==> config.mk <==
export PLATFORM = sky130hd
export DESIGN_NAME = mcu_interrupt_controller
export DESIGN_NICKNAME = d
export VERILOG_FILES = /design/src/hw/irq_ctrl_pkg.sv /design/src/hw/mcu_interrupt_controller.sv
export VERILOG_INCLUDE_DIRS = /design/src /design/src/hw
export SDC_FILE = /design/constraint.sdc
export NUM_CORES = 1
export LEC_CHECK = 0
export ABC_AREA = 1
export ABC_CLOCK_PERIOD_IN_PS = 13900
export BUFFER_PORTS_ARGS = -buffer_cell sky130_fd_sc_hd__buf_2
export CORE_ASPECT_RATIO = 0.8
export CORE_MARGIN = 2
export CORE_UTILIZATION = 38
export CTS_CLUSTER_SIZE = 30
export DETAILED_ROUTE_END_ITERATION = 6
export SLEW_MARGIN = 20
export SYNTH_ARGS = -nofsm -noshare
export SYNTH_HDL_FRONTEND = slang
export SYNTH_SLANG_ARGS = --single-unit
==> constraint.sdc <==
create_clock -name mclk -period 13.9 [get_ports mclk]
set_input_delay 0.695 -clock mclk [delete_from_list [all_inputs] [get_ports mclk]]
set_output_delay 0.695 -clock mclk [all_outputs]
set_load 0.01 [all_outputs]
==> src/hw/irq_ctrl_cfg.svh <==
// register addresses, bit positions, reset values and vector addresses for the interrupt controller
// assumes an 8-bit special register port and a 16-bit external register port on the core
`ifndef IRQ_CTRL_CFG_SVH
`define IRQ_CTRL_CFG_SVH

`define ADDR_TIMER_PIN_CTRL 16'h0088
`define ADDR_IRQ_ENABLE_UART_B 16'h009a
`define ADDR_IRQ_ENABLE_MAIN 16'h00a8
`define ADDR_PRIO_LOW_BITS 16'h00a9
`define ADDR_IRQ_ENABLE_SOC 16'h00b8
`define ADDR_PRIO_HIGH_BITS 16'h00b9
`define ADDR_SOC_IRQ_REQUEST 16'h00c0
`define ADDR_SOC_IRQ_POLARITY_CTRL 16'h00c8
`define ADDR_SUB_FLAG_BANK_A 16'h00e8
`define ADDR_SUB_FLAG_BANK_B 16'h00f8
`define ADDR_SUB_ENABLE_BANK_A 16'h2700
`define ADDR_SUB_ENABLE_BANK_B 16'h2701

`define REG_RESET 8'h00

// irq_enable_main bits, then register write masks
`define BIT_GLOBAL_IRQ_ENABLE 7
`define BIT_UART_A_EN 4
`define BIT_TMR1_EN 3
`define BIT_PIN_IRQ1_EN 2
`define BIT_TMR0_EN 1
`define BIT_PIN_IRQ0_EN 0
`define MASK_IRQ_ENABLE_MAIN 8'h9f
`define MASK_IRQ_ENABLE_SOC 8'h3e
`define MASK_IRQ_ENABLE_UART_B 8'h01
`define MASK_PRIO 8'h3f
`define MASK_POLARITY 8'h60
`define MASK_SOC_REQUEST 8'h3e
`define MASK_SUB_A 8'hf7
`define MASK_SUB_B 8'he0

// timer_pin_ctrl
`define BIT_TMR1_FLAG 7
`define BIT_TMR0_FLAG 5
`define BIT_PIN_IRQ1_FLAG 3
`define BIT_PIN_IRQ1_TYPE 2
`define BIT_PIN_IRQ0_FLAG 1
`define BIT_PIN_IRQ0_TYPE 0
`define MASK_TIMER_PIN_CTRL 8'h0f

// soc_irq_polarity_ctrl
`define BIT_SOC_IRQ3_POLARITY 6
`define BIT_SOC_IRQ2_POLARITY 5

// sub-flag / sub-enable banks
`define BIT_A_TRANSFER 0
`define BIT_A_SECOND 1
`define BIT_A_MINUTE 2
`define BIT_A_TEMP 4
`define BIT_A_PULSE_Y 5
`define BIT_A_PULSE_X 6
`define BIT_A_EEPROM 7
`define BIT_B_PULSE_V 5
`define BIT_B_PULSE_W 6
`define BIT_B_SPI 7

// vectors
`define VEC_PIN_IRQ0 16'h0003
`define VEC_TMR0 16'h000b
`define VEC_PIN_IRQ1 16'h0013
`define VEC_TMR1 16'h001b
`define VEC_UART_A 16'h0023
`define VEC_UART_B 16'h0083
`define VEC_SOC_BASE 16'h004b
`define VEC_SOC_STEP 16'h0008

`define NUM_SOURCES 11
`define NUM_GROUPS 6

`endif

==> src/hw/irq_ctrl_pkg.sv <==
// types for the interrupt controller
// assumes irq_ctrl_cfg.svh holds the numbers
package irq_ctrl_pkg;

  // sources in polling order, index 0 polled first
  typedef enum logic [3:0] {
    src_pin_irq0, src_uart_b, src_tmr0, src_soc_irq2, src_pin_irq1, src_soc_irq3,
    src_tmr1, src_soc_irq4, src_uart_a, src_soc_irq5, src_soc_irq6
  } source_type;

  typedef struct packed {
    logic wr;
    logic rd;
    logic [15:0] addr;
    logic [7:0] wdata;
  } reg_req_type;

  typedef struct packed {
    logic long_call;
    logic [15:0] vector;
    logic [3:0] source;
  } irq_call_type;

  typedef enum logic [1:0] {
    inst_idle, inst_exec
  } service_state_type;

endpackage

==> src/hw/mcu_interrupt_controller.sv <==
// interrupt controller: request flags, enables, priority groups and vectoring for the core
// assumes the core presents register accesses and instruction-cycle strobes on mclk,
// and that peripheral request inputs are synchronous to mclk
//
// Overview of operation
// - eleven sources arbitrated over four priority levels
// - active service preempted only by strictly higher level
// - return_from_irq ends service, releases its level
// - flags set regardless of source enable
// - acknowledge by forcing long_call to vector
// - withhold during equal service, return, enable writes
// - global enable zero blocks every acknowledge
// - main enable bits: uart_a, timers, pin irqs
// - soc enables bits one-five, uart_b bit zero
// - pin type: zero low level, one falling
// - soc2/soc3 polarity: zero falling, one rising
// - soc request bits one-five hold flags
// - timer, pin and soc flags clear on vectoring
// - timer service acks pulse when routine called
// - source2 pulse OR rising; source3 busy falling
// - source4 supply change; source5 eeprom/spi manual
// - source6 transfer, second, minute, temperature events
// - sources five and six inputs inverted
// - each sub-source has its own enable
// - sub-flags clear by writing zero only
// - sub-flag bank bit layout as documented
// - groups one-three pair core and soc sources, group zero pin 0 and uart_b
// - group four uart_a/soc5, group five soc6
// - group level is high bit then low bit
// - fixed polling order within one level
// - vector addresses per source
`include "irq_ctrl_cfg.svh"
`timescale 1ns/100ps
`default_nettype none

module mcu_interrupt_controller (
  // clock and reset
  input wire logic mclk,
  input wire logic rst,
  // register port from the core
  input wire irq_ctrl_pkg::reg_req_type reg_req,
  output logic [7:0] reg_rdata,
  // instruction cycle from the core
  input wire logic inst_boundary,
  input wire logic inst_is_return,
  // call request to the core
  output irq_ctrl_pkg::irq_call_type irq_call,
  output logic tmr0_service_ack,
  output logic tmr1_service_ack,
  // core-internal sources
  input wire logic pin_irq0_n,
  input wire logic pin_irq1_n,
  input wire logic tmr0_overflow,
  input wire logic tmr1_overflow,
  input wire logic uart_a_irq,
  input wire logic uart_b_irq,
  // on-chip sources
  input wire logic [3:0] compute_pulse,
  input wire logic compute_busy,
  input wire logic [2:0] supply_state,
  input wire logic eeprom_busy,
  input wire logic spi_event,
  input wire logic transfer_busy,
  input wire logic rtc_second_tick,
  input wire logic rtc_minute_tick,
  input wire logic clock_temp_event
);

  localparam int NSRC = `NUM_SOURCES;

  logic [7:0] timer_pin_ctrl_q, irq_enable_main_q, irq_enable_soc_q, irq_enable_uart_b_q;
  logic [7:0] prio_low_bits_q, prio_high_bits_q, soc_irq_polarity_ctrl_q, soc_irq_request_q;
  logic [7:0] sub_flag_bank_a_q, sub_flag_bank_b_q, sub_enable_bank_a_q, sub_enable_bank_b_q;
  logic tmr0_flag_q, tmr1_flag_q;
  logic pin0_q, pin1_q, pulse_or_q, busy_q, soc5_q, soc6_q, eeprom_q, spi_q, xfer_q;
  logic [2:0] supply_q;
  logic [3:0] active_q;
  logic ack_q;
  logic [3:0] ack_src_q;

  function automatic logic hit(input logic [15:0] a);
    hit = reg_req.wr && (reg_req.addr == a);
  endfunction

  // group of each source in polling order: 0,0,1,1,2,2,3,3,4,4,5
  function automatic logic [2:0] group_of(input logic [3:0] s);
    group_of = 3'(s >> 1);
  endfunction

  function automatic logic [15:0] vector_of(input logic [3:0] s);
    case (s)
      4'h0: vector_of = `VEC_PIN_IRQ0;
      4'h1: vector_of = `VEC_UART_B;
      4'h2: vector_of = `VEC_TMR0;
      4'h3: vector_of = `VEC_SOC_BASE;
      4'h4: vector_of = `VEC_PIN_IRQ1;
      4'h5: vector_of = 16'(`VEC_SOC_BASE + `VEC_SOC_STEP);
      4'h6: vector_of = `VEC_TMR1;
      4'h7: vector_of = 16'(`VEC_SOC_BASE + 2 * `VEC_SOC_STEP);
      4'h8: vector_of = `VEC_UART_A;
      4'h9: vector_of = 16'(`VEC_SOC_BASE + 3 * `VEC_SOC_STEP);
      default: vector_of = 16'(`VEC_SOC_BASE + 4 * `VEC_SOC_STEP);
    endcase
  endfunction

  function automatic logic [3:0] src_idx(input irq_ctrl_pkg::source_type s);
    src_idx = 4'(s);
  endfunction

  // edge and level detection
  logic pin0_ev, pin1_ev, soc2_ev, soc3_ev, soc4_ev, soc5_ev, soc6_ev;
  logic pulse_or, soc5_in, soc6_in;
  logic [7:0] sub_a_set, sub_b_set;
  assign pulse_or = |compute_pulse;
  // soc sources 5 and 6 only see rising edges, so falling-active signals go in inverted
  assign soc5_in = ~(eeprom_busy | spi_event);
  assign soc6_in = ~(transfer_busy | rtc_second_tick | rtc_minute_tick | clock_temp_event);
  assign pin0_ev = timer_pin_ctrl_q[`BIT_PIN_IRQ0_TYPE] ? (pin0_q && !pin_irq0_n) : !pin_irq0_n;
  assign pin1_ev = timer_pin_ctrl_q[`BIT_PIN_IRQ1_TYPE] ? (pin1_q && !pin_irq1_n) : !pin_irq1_n;
  assign soc2_ev = soc_irq_polarity_ctrl_q[`BIT_SOC_IRQ2_POLARITY] ? (!pulse_or_q && pulse_or)
                   : (pulse_or_q && !pulse_or);
  assign soc3_ev = soc_irq_polarity_ctrl_q[`BIT_SOC_IRQ3_POLARITY] ? (!busy_q && compute_busy)
                   : (busy_q && !compute_busy);
  assign soc4_ev = supply_state != supply_q;
  assign soc5_ev = !soc5_q && soc5_in;
  assign soc6_ev = !soc6_q && soc6_in;

  always_comb begin
    sub_a_set = 8'h00;
    sub_b_set = 8'h00;
    sub_a_set[`BIT_A_TRANSFER] = xfer_q && !transfer_busy;
    sub_a_set[`BIT_A_SECOND] = rtc_second_tick;
    sub_a_set[`BIT_A_MINUTE] = rtc_minute_tick;
    sub_a_set[`BIT_A_TEMP] = clock_temp_event;
    sub_a_set[`BIT_A_PULSE_Y] = compute_pulse[0];
    sub_a_set[`BIT_A_PULSE_X] = compute_pulse[1];
    sub_a_set[`BIT_A_EEPROM] = eeprom_q && !eeprom_busy;
    sub_b_set[`BIT_B_PULSE_V] = compute_pulse[2];
    sub_b_set[`BIT_B_PULSE_W] = compute_pulse[3];
    sub_b_set[`BIT_B_SPI] = !spi_q && spi_event;
  end

  always_ff @(posedge mclk or posedge rst) begin
    if (rst) begin
      pin0_q <= 1'b1;
      pin1_q <= 1'b1;
      pulse_or_q <= 1'b0;
      busy_q <= 1'b0;
      soc5_q <= 1'b1;
      soc6_q <= 1'b1;
      eeprom_q <= 1'b0;
      spi_q <= 1'b0;
      xfer_q <= 1'b0;
      supply_q <= 3'h0;
    end else begin
      pin0_q <= pin_irq0_n;
      pin1_q <= pin_irq1_n;
      pulse_or_q <= pulse_or;
      busy_q <= compute_busy;
      soc5_q <= soc5_in;
      soc6_q <= soc6_in;
      eeprom_q <= eeprom_busy;
      spi_q <= spi_event;
      xfer_q <= transfer_busy;
      supply_q <= supply_state;
    end
  end

  // plain control registers
  always_ff @(posedge mclk or posedge rst) begin
    if (rst) begin
      irq_enable_main_q <= `REG_RESET;
      irq_enable_soc_q <= `REG_RESET;
      irq_enable_uart_b_q <= `REG_RESET;
      prio_low_bits_q <= `REG_RESET;
      prio_high_bits_q <= `REG_RESET;
      soc_irq_polarity_ctrl_q <= `REG_RESET;
      sub_enable_bank_a_q <= `REG_RESET;
      sub_enable_bank_b_q <= `REG_RESET;
    end else begin
      if (hit(`ADDR_IRQ_ENABLE_MAIN)) irq_enable_main_q <= reg_req.wdata & `MASK_IRQ_ENABLE_MAIN;
      if (hit(`ADDR_IRQ_ENABLE_SOC)) irq_enable_soc_q <= reg_req.wdata & `MASK_IRQ_ENABLE_SOC;
      if (hit(`ADDR_IRQ_ENABLE_UART_B)) irq_enable_uart_b_q <= reg_req.wdata & `MASK_IRQ_ENABLE_UART_B;
      if (hit(`ADDR_PRIO_LOW_BITS)) prio_low_bits_q <= reg_req.wdata & `MASK_PRIO;
      if (hit(`ADDR_PRIO_HIGH_BITS)) prio_high_bits_q <= reg_req.wdata & `MASK_PRIO;
      if (hit(`ADDR_SOC_IRQ_POLARITY_CTRL)) soc_irq_polarity_ctrl_q <= reg_req.wdata & `MASK_POLARITY;
      if (hit(`ADDR_SUB_ENABLE_BANK_A)) sub_enable_bank_a_q <= reg_req.wdata & `MASK_SUB_A;
      if (hit(`ADDR_SUB_ENABLE_BANK_B)) sub_enable_bank_b_q <= reg_req.wdata & `MASK_SUB_B;
    end
  end

  // auto-clear per source on vectoring
  logic [NSRC-1:0] vec_clr;
  always_comb begin
    vec_clr = '0;
    if (ack_q) vec_clr[ack_src_q] = 1'b1;
  end

  // timer_pin_ctrl: type bits writable, flags set by hardware, cleared by software or vectoring
  always_ff @(posedge mclk or posedge rst) begin
    if (rst) begin
      timer_pin_ctrl_q <= `REG_RESET;
      tmr0_flag_q <= 1'b0;
      tmr1_flag_q <= 1'b0;
    end else begin
      logic [7:0] t;
      t = timer_pin_ctrl_q;
      if (hit(`ADDR_TIMER_PIN_CTRL)) begin
        t = (t & ~`MASK_TIMER_PIN_CTRL) | (reg_req.wdata & `MASK_TIMER_PIN_CTRL);
        tmr0_flag_q <= reg_req.wdata[`BIT_TMR0_FLAG];
        tmr1_flag_q <= reg_req.wdata[`BIT_TMR1_FLAG];
      end
      if (vec_clr[src_idx(irq_ctrl_pkg::src_pin_irq0)]) t[`BIT_PIN_IRQ0_FLAG] = 1'b0;
      if (vec_clr[src_idx(irq_ctrl_pkg::src_pin_irq1)]) t[`BIT_PIN_IRQ1_FLAG] = 1'b0;
      if (vec_clr[src_idx(irq_ctrl_pkg::src_tmr0)]) tmr0_flag_q <= 1'b0;
      if (vec_clr[src_idx(irq_ctrl_pkg::src_tmr1)]) tmr1_flag_q <= 1'b0;
      // set wins over any clear in the same cycle
      if (pin0_ev) t[`BIT_PIN_IRQ0_FLAG] = 1'b1;
      if (pin1_ev) t[`BIT_PIN_IRQ1_FLAG] = 1'b1;
      if (tmr0_overflow) tmr0_flag_q <= 1'b1;
      if (tmr1_overflow) tmr1_flag_q <= 1'b1;
      timer_pin_ctrl_q <= t;
    end
  end

  // soc_irq_request: bits 1..5 are flags 2..6
  always_ff @(posedge mclk or posedge rst) begin
    if (rst) begin
      soc_irq_request_q <= `REG_RESET;
    end else begin
      logic [7:0] r;
      logic [4:0] ev;
      r = soc_irq_request_q;
      if (hit(`ADDR_SOC_IRQ_REQUEST)) r = reg_req.wdata & `MASK_SOC_REQUEST;
      if (vec_clr[src_idx(irq_ctrl_pkg::src_soc_irq2)]) r[1] = 1'b0;
      if (vec_clr[src_idx(irq_ctrl_pkg::src_soc_irq3)]) r[2] = 1'b0;
      if (vec_clr[src_idx(irq_ctrl_pkg::src_soc_irq4)]) r[3] = 1'b0;
      if (vec_clr[src_idx(irq_ctrl_pkg::src_soc_irq5)]) r[4] = 1'b0;
      if (vec_clr[src_idx(irq_ctrl_pkg::src_soc_irq6)]) r[5] = 1'b0;
      ev = {soc6_ev, soc5_ev, soc4_ev, soc3_ev, soc2_ev};
      r[5:1] = r[5:1] | ev;
      soc_irq_request_q <= r;
    end
  end

  // sub-flags: writing 0 clears, 1 leaves alone, new event wins
  always_ff @(posedge mclk or posedge rst) begin
    if (rst) begin
      sub_flag_bank_a_q <= `REG_RESET;
      sub_flag_bank_b_q <= `REG_RESET;
    end else begin
      logic [7:0] a, b;
      a = sub_flag_bank_a_q;
      b = sub_flag_bank_b_q;
      if (hit(`ADDR_SUB_FLAG_BANK_A)) a = a & reg_req.wdata;
      if (hit(`ADDR_SUB_FLAG_BANK_B)) b = b & reg_req.wdata;
      sub_flag_bank_a_q <= (a | sub_a_set) & `MASK_SUB_A;
      sub_flag_bank_b_q <= (b | sub_b_set) & `MASK_SUB_B;
    end
  end

  // pending computation
  logic [NSRC-1:0] pending;
  logic [7:0] sub_a_act, sub_b_act;
  logic sub2_ok, sub5_ok, sub6_ok;
  assign sub_a_act = sub_flag_bank_a_q & sub_enable_bank_a_q;
  assign sub_b_act = sub_flag_bank_b_q & sub_enable_bank_b_q;
  assign sub2_ok = sub_a_act[`BIT_A_PULSE_X] | sub_a_act[`BIT_A_PULSE_Y]
                   | sub_b_act[`BIT_B_PULSE_V] | sub_b_act[`BIT_B_PULSE_W];
  assign sub5_ok = sub_a_act[`BIT_A_EEPROM] | sub_b_act[`BIT_B_SPI];
  assign sub6_ok = sub_a_act[`BIT_A_TRANSFER] | sub_a_act[`BIT_A_SECOND]
                   | sub_a_act[`BIT_A_MINUTE] | sub_a_act[`BIT_A_TEMP];

  always_comb begin
    pending = '0;
    pending[0] = timer_pin_ctrl_q[`BIT_PIN_IRQ0_FLAG] & irq_enable_main_q[`BIT_PIN_IRQ0_EN];
    pending[1] = uart_b_irq & irq_enable_uart_b_q[0];
    pending[2] = tmr0_flag_q & irq_enable_main_q[`BIT_TMR0_EN];
    pending[3] = soc_irq_request_q[1] & irq_enable_soc_q[1] & sub2_ok;
    pending[4] = timer_pin_ctrl_q[`BIT_PIN_IRQ1_FLAG] & irq_enable_main_q[`BIT_PIN_IRQ1_EN];
    pending[5] = soc_irq_request_q[2] & irq_enable_soc_q[2];
    pending[6] = tmr1_flag_q & irq_enable_main_q[`BIT_TMR1_EN];
    pending[7] = soc_irq_request_q[3] & irq_enable_soc_q[3];
    pending[8] = uart_a_irq & irq_enable_main_q[`BIT_UART_A_EN];
    pending[9] = soc_irq_request_q[4] & irq_enable_soc_q[4] & sub5_ok;
    pending[10] = soc_irq_request_q[5] & irq_enable_soc_q[5] & sub6_ok;
    if (!irq_enable_main_q[`BIT_GLOBAL_IRQ_ENABLE]) pending = '0;
  end

  // arbitration: highest level wins, polling order within a level
  logic win_valid;
  logic [3:0] win_src;
  logic [1:0] win_lvl;
  always_comb begin
    logic [2:0] g;
    logic [1:0] l;
    g = 3'h0;
    l = 2'h0;
    win_valid = 1'b0;
    win_src = 4'h0;
    win_lvl = 2'h0;
    for (int i = NSRC - 1; i >= 0; i--) begin
      g = group_of(4'(i));
      l = {prio_high_bits_q[g], prio_low_bits_q[g]};
      if (pending[i] && (!win_valid || l >= win_lvl)) begin
        win_valid = 1'b1;
        win_src = 4'(i);
        win_lvl = l;
      end
    end
  end

  // active-level stack, one bit per level, at most four nested services
  logic [1:0] top_lvl;
  logic any_active;
  assign any_active = |active_q;
  assign top_lvl = active_q[3] ? 2'd3 : active_q[2] ? 2'd2 : active_q[1] ? 2'd1 : 2'd0;

  logic block_write, can_ack;
  assign block_write = hit(`ADDR_IRQ_ENABLE_MAIN) || hit(`ADDR_IRQ_ENABLE_SOC)
                       || hit(`ADDR_IRQ_ENABLE_UART_B) || hit(`ADDR_PRIO_LOW_BITS)
                       || hit(`ADDR_PRIO_HIGH_BITS);
  assign can_ack = inst_boundary && win_valid && !inst_is_return && !block_write && !ack_q
                   && (!any_active || win_lvl > top_lvl);

  always_ff @(posedge mclk or posedge rst) begin
    if (rst) begin
      active_q <= 4'h0;
      ack_q <= 1'b0;
      ack_src_q <= 4'h0;
    end else begin
      ack_q <= can_ack;
      if (can_ack) ack_src_q <= win_src;
      if (inst_boundary && inst_is_return && any_active) active_q[top_lvl] <= 1'b0;
      else if (can_ack) active_q[win_lvl] <= 1'b1;
    end
  end

  // call request and timer acks registered
  always_ff @(posedge mclk or posedge rst) begin
    if (rst) begin
      irq_call <= '0;
      tmr0_service_ack <= 1'b0;
      tmr1_service_ack <= 1'b0;
    end else begin
      irq_call.long_call <= can_ack;
      irq_call.vector <= can_ack ? vector_of(win_src) : 16'h0000;
      irq_call.source <= can_ack ? win_src : 4'h0;
      tmr0_service_ack <= can_ack && win_src == src_idx(irq_ctrl_pkg::src_tmr0);
      tmr1_service_ack <= can_ack && win_src == src_idx(irq_ctrl_pkg::src_tmr1);
    end
  end

  // read mux
  always_ff @(posedge mclk or posedge rst) begin
    if (rst) begin
      reg_rdata <= 8'h00;
    end else if (reg_req.rd) begin
      case (reg_req.addr)
        `ADDR_TIMER_PIN_CTRL: reg_rdata <= timer_pin_ctrl_q | {tmr1_flag_q, 1'b0, tmr0_flag_q, 5'h00};
        `ADDR_IRQ_ENABLE_UART_B: reg_rdata <= irq_enable_uart_b_q;
        `ADDR_IRQ_ENABLE_MAIN: reg_rdata <= irq_enable_main_q;
        `ADDR_PRIO_LOW_BITS: reg_rdata <= prio_low_bits_q;
        `ADDR_IRQ_ENABLE_SOC: reg_rdata <= irq_enable_soc_q;
        `ADDR_PRIO_HIGH_BITS: reg_rdata <= prio_high_bits_q;
        `ADDR_SOC_IRQ_REQUEST: reg_rdata <= soc_irq_request_q;
        `ADDR_SOC_IRQ_POLARITY_CTRL: reg_rdata <= soc_irq_polarity_ctrl_q;
        `ADDR_SUB_FLAG_BANK_A: reg_rdata <= sub_flag_bank_a_q;
        `ADDR_SUB_FLAG_BANK_B: reg_rdata <= sub_flag_bank_b_q;
        `ADDR_SUB_ENABLE_BANK_A: reg_rdata <= sub_enable_bank_a_q;
        `ADDR_SUB_ENABLE_BANK_B: reg_rdata <= sub_enable_bank_b_q;
        default: reg_rdata <= 8'h00;
      endcase
    end
  end

endmodule

`default_nettype wire

==> metrics.md <==
| Metric | Value |
|---|---|
| Number of synthesized flops with an enable pin | `0` |
| Hpwl dp | `between 10000 and 15000 um` |
| Routed Antenna Nets | `0` |
| Top fanout value on the critical path | `10` |
| Die Y | `roughly 110 um` |
| Post-Synth Adder-Cell Area | `0.0417` |
| FMAX | `a little over 80 MHz` |
| Setup Buffers After CTS | `0` |
| Worst Clk Skew | `roughly 0.0071 ns` |
| Simple logic cell fraction of the synthesized area | `0.278` |
| Yosys cell types | `51` |
| Cell count after synthesis | `752` |
| Gr ovfl total | `0` |
| First-pass GRT wire length | `between 20000 and 25000 um` |
| Largest net degree at the start of global routing | `56` |
| Clock Tree Root | `clkbuf_16` |
| Hold/Removal Path Class | `input port to async pin` |
| Pwr Density | `about 86 mW/mm2` |
| Worst path arrival time | `about 13 ns` |
| CP Class | `flop to flop` |
| Core area | `0.0149 mm2` |
| Synth Flop Type | `dfrtp_1` |
| RSZ-0062 raised after global routing | `no` |
| Vias in the first global route | `4712` |
| Peak supply drop | `0.110 mV` |
| WL final | `between 15000 and 20000 um` |
| Synth area leaders | `dfrtp_1 40%, nand2_1 12%, inv_1 7.6%` |
| Count leader, synth | `nand2_1` |
| Post-synthesis mux area share | `0` |
| 1st-iter DRT viols | `around 480` |
| Util after Layout | `0.436` |
| Ratio of cells with drive above 1 in the final layout | `0.172` |
| Largest family of logic cells by synthesized area | `simple AND/OR/NAND/NOR gates` |
| Max clock buf depth | `2` |
| Slew Viols, Final | `0` |
| Setup-failing EPs final | `0` |
| Critical path required time | `approximately 14 ns` |
| Final Critical Period | `~12 ns` |
| Xor/xnor share of the synthesized area | `0.00461` |
| Clock slew at reported path FFs | `approximately 0.070 ns` |
| MaxCap Viol Count | `0` |
| Worst setup SP type | `flop` |
| Share of async-settable or async-resettable flops after synthesis | `1.00` |
| Initial antenna violation count | `0` |
| Vias per cell | `~5.1` |
| Compound-Gate Fraction of Synth Area | `0.147` |
| Avg Cell Area, Syn | `~7.6 um2` |
| CTS tree | `done` |
| Die Footprint | `roughly 0.016 mm2` |
| Share of the synthesized area in the top cell type | `0.404` |
| Outcome | `finished, final reports clean` |
| GP Congestion | `between 0.9 and 1` |
| Synth area leader | `dfrtp_1` |
| Clk sinks | `96` |
| CTS hold repair buffers | `0` |
| Width of the die | `141 um` |
| Worst-Margin Slew | `about 0.86 ns` |
| Yosys warns | `0` |
| Final Hold Fails | `0` |
| Total number of vias | `~5100` |
| CTS buffer count | `9` |
| Rows | `40` |
| Relative slew margins | `0.411` |
| Netlist Area Pre-Place | `0.00570 mm2` |
| Effective utilization at floorplan | `0.384` |
| Fin nets | `a little under 900` |
| GR Util All Layers | `0.200` |
| DRC viols | `0` |
| Largest stage delay, worst path | `0.59 ns` |
| Seq/Total Area, Yosys | `0.422` |
| Clk Latency, worst-skew pair | `0.36 ns` |
| Top Ports | `81` |
| Filler cell count | `~1500` |
| TritonRoute pass-1 iters | `5` |
| CP max stage cell | `dfrtp_1` |
| CP most frequent cell | `nand2_1` |
| Setup_tns | `0 ns` |
| PortBufs | `71` |
| Antenna diodes | `0` |
| Leak pwr | `3.11 nW` |
| Resized Gates After CTS | `0` |
| Depth of the CTS H-tree | `3` |
| Critical Path End Type | `flop` |
| Fin crit share | `0.888` |
| Register bit count reported by yosys | `96` |
| Area grow syn2layout | `13.6%` |
| Wirelength per Cell | `~15 um` |
| Top post-synthesis cells by count | `179 x nand2_1, 115 x inv_1, 92 x dfrtp_1` |
[through the flow]
step / cells / setup WS [ns] / area (um2) / total power [W] / hold WS, ns
floorplan: 760 / 3.40 / 5730 / 0.000310 / 0.400
global placement: 1000 / 1.74 / 6200 / 0.000324 / 0.402
detailed placement: 1000 / 1.56 / 6200 / 0.000324 / 0.417
CTS: 1016 / 1.50 / 6480 / 0.000561 / 0.403
global route: 1016 / 0.0843 / 6480 / 0.000578 / 0.425
finish: 1016 / 1.56 / 6480 / 0.000557 / 0.377
[where the power goes]
group	internal (W)	total [W]	switching, W
clock network	0.000127	0.000238	0.000111
logic	0.0000105	0.0000337	0.0000232
registers	0.000283	0.000285	0.00000196
[flip-flops by register name, summed over array words and instances (netlist names), 2 cells and up]
name / count
timer_pin_ctrl_q: 4
prio_high_bits_q: 6
sub_flag_bank_b_q: 3
irq_enable_soc_q: 5
irq_enable_main_q: 6
active_q: 4
supply_q: 3
prio_low_bits_q: 6
reg_rdata: 8
irq_call: 9
sub_flag_bank_a_q: 7
soc_irq_request_q: 5
ack_src_q: 4
sub_enable_bank_b_q: 3
sub_enable_bank_a_q: 7
soc_irq_polarity_ctrl_q: 2
[routing by layer]
metal | global-route usage | vias up | wire (um)
met4 | 0.0480 | 0 | 208
met1 | 0.305 | 2366 | 7650
met5 | 0 | - | 0
met2 | 0.291 | 180 | 6400
li1 | - | 2584 | -
met3 | 0.0424 | 17 | 1020
[cells by family (layout without fill, tap and decap cells)]
group,after synthesis,count (layout)
buf+inv,145,212
fa+ha+maj,19,19
flops,96,96
simple gates,349,349
xor+xnor,3,3
other cells,1,9
compound gates,139,139
[critical path, delay by kind of cell, from the launching register on]
| kind | cells | cell delay [ns] |
|---|---|---|
| AOI/OAI and AO/OA | 20 | 2.85 |
| adders and majority gates | 11 | 2.91 |
| DFF | 1 | 0.59 |
| buffers and inverters | 14 | 1.04 |
| and+or+nand+nor | 49 | 4.84 |
[placed cells by master (no fill, tap or decap), drive strengths merged]
cell type | Yosys | routed
a221oi | 3 | 3
nor2 | 59 | 59
clkinv | 3 | 5
inv | 120 | 121
nor4 | 10 | 10
nor3b | 1 | 1
o41ai | 1 | 1
o21bai | 2 | 2
a21oi | 12 | 12
a31oi | 2 | 2
or2 | 1 | 1
o22ai | 7 | 7
conb | 1 | 9
dfstp | 4 | 4
nand4 | 8 | 8
o211ai | 8 | 8
buf | 16 | 73
a32o | 4 | 4
or2b | 1 | 1
ha | 19 | 19
o2111ai | 1 | 1
dfrtp | 92 | 92
clkbuf | 6 | 12
o311ai | 1 | 1
nor3 | 22 | 22
o31ai | 2 | 2
nand3 | 46 | 46
xnor2 | 3 | 3
o21ai | 89 | 89
a31o | 2 | 2
a2111oi | 3 | 3
nand2 | 200 | 200
clkinvlp | 0 | 1
o21a | 1 | 1
a22o | 1 | 1
and2 | 1 | 1
[layout make-up]
cell class | instances | area (um2) | share of cell area
clock buffer | 12 | 246 | 0.0380
clock inverter | 4 | 30.0 | 0.00463
sequential | 96 | 2410 | 0.372
multi-input combinational | 519 | 2720 | 0.420
inverter | 123 | 467 | 0.0720
tap | 189 | 236 | 0.0365
timing repair buffer | 73 | 370 | 0.0572
[final timing paths]
check | slack (ns) | from | cells after the start | to
min reg2reg | 0.41 | spi_q$_DFF_PP0_ | 1 | sub_flag_bank_b_q[7]$_DFF_PP0_
max reg2reg | 1.56 | irq_enable_main_q[7]$_DFFE_PP0P_ | 94 | active_q[1]$_DFFE_PP0P_
min in group mclk | 0.41 | spi_q$_DFF_PP0_ | 1 | sub_flag_bank_b_q[7]$_DFF_PP0_
min | 0.38 | rst | 2 | reg_rdata[5]$_DFFE_PP0P_
max | 1.56 | irq_enable_main_q[7]$_DFFE_PP0P_ | 94 | active_q[1]$_DFFE_PP0P_
max in group asynchronous | 12.41 | rst | 3 | timer_pin_ctrl_q[3]$_DFFE_PP0P_
Note: power is estimated with default switching activity, not from simulation.
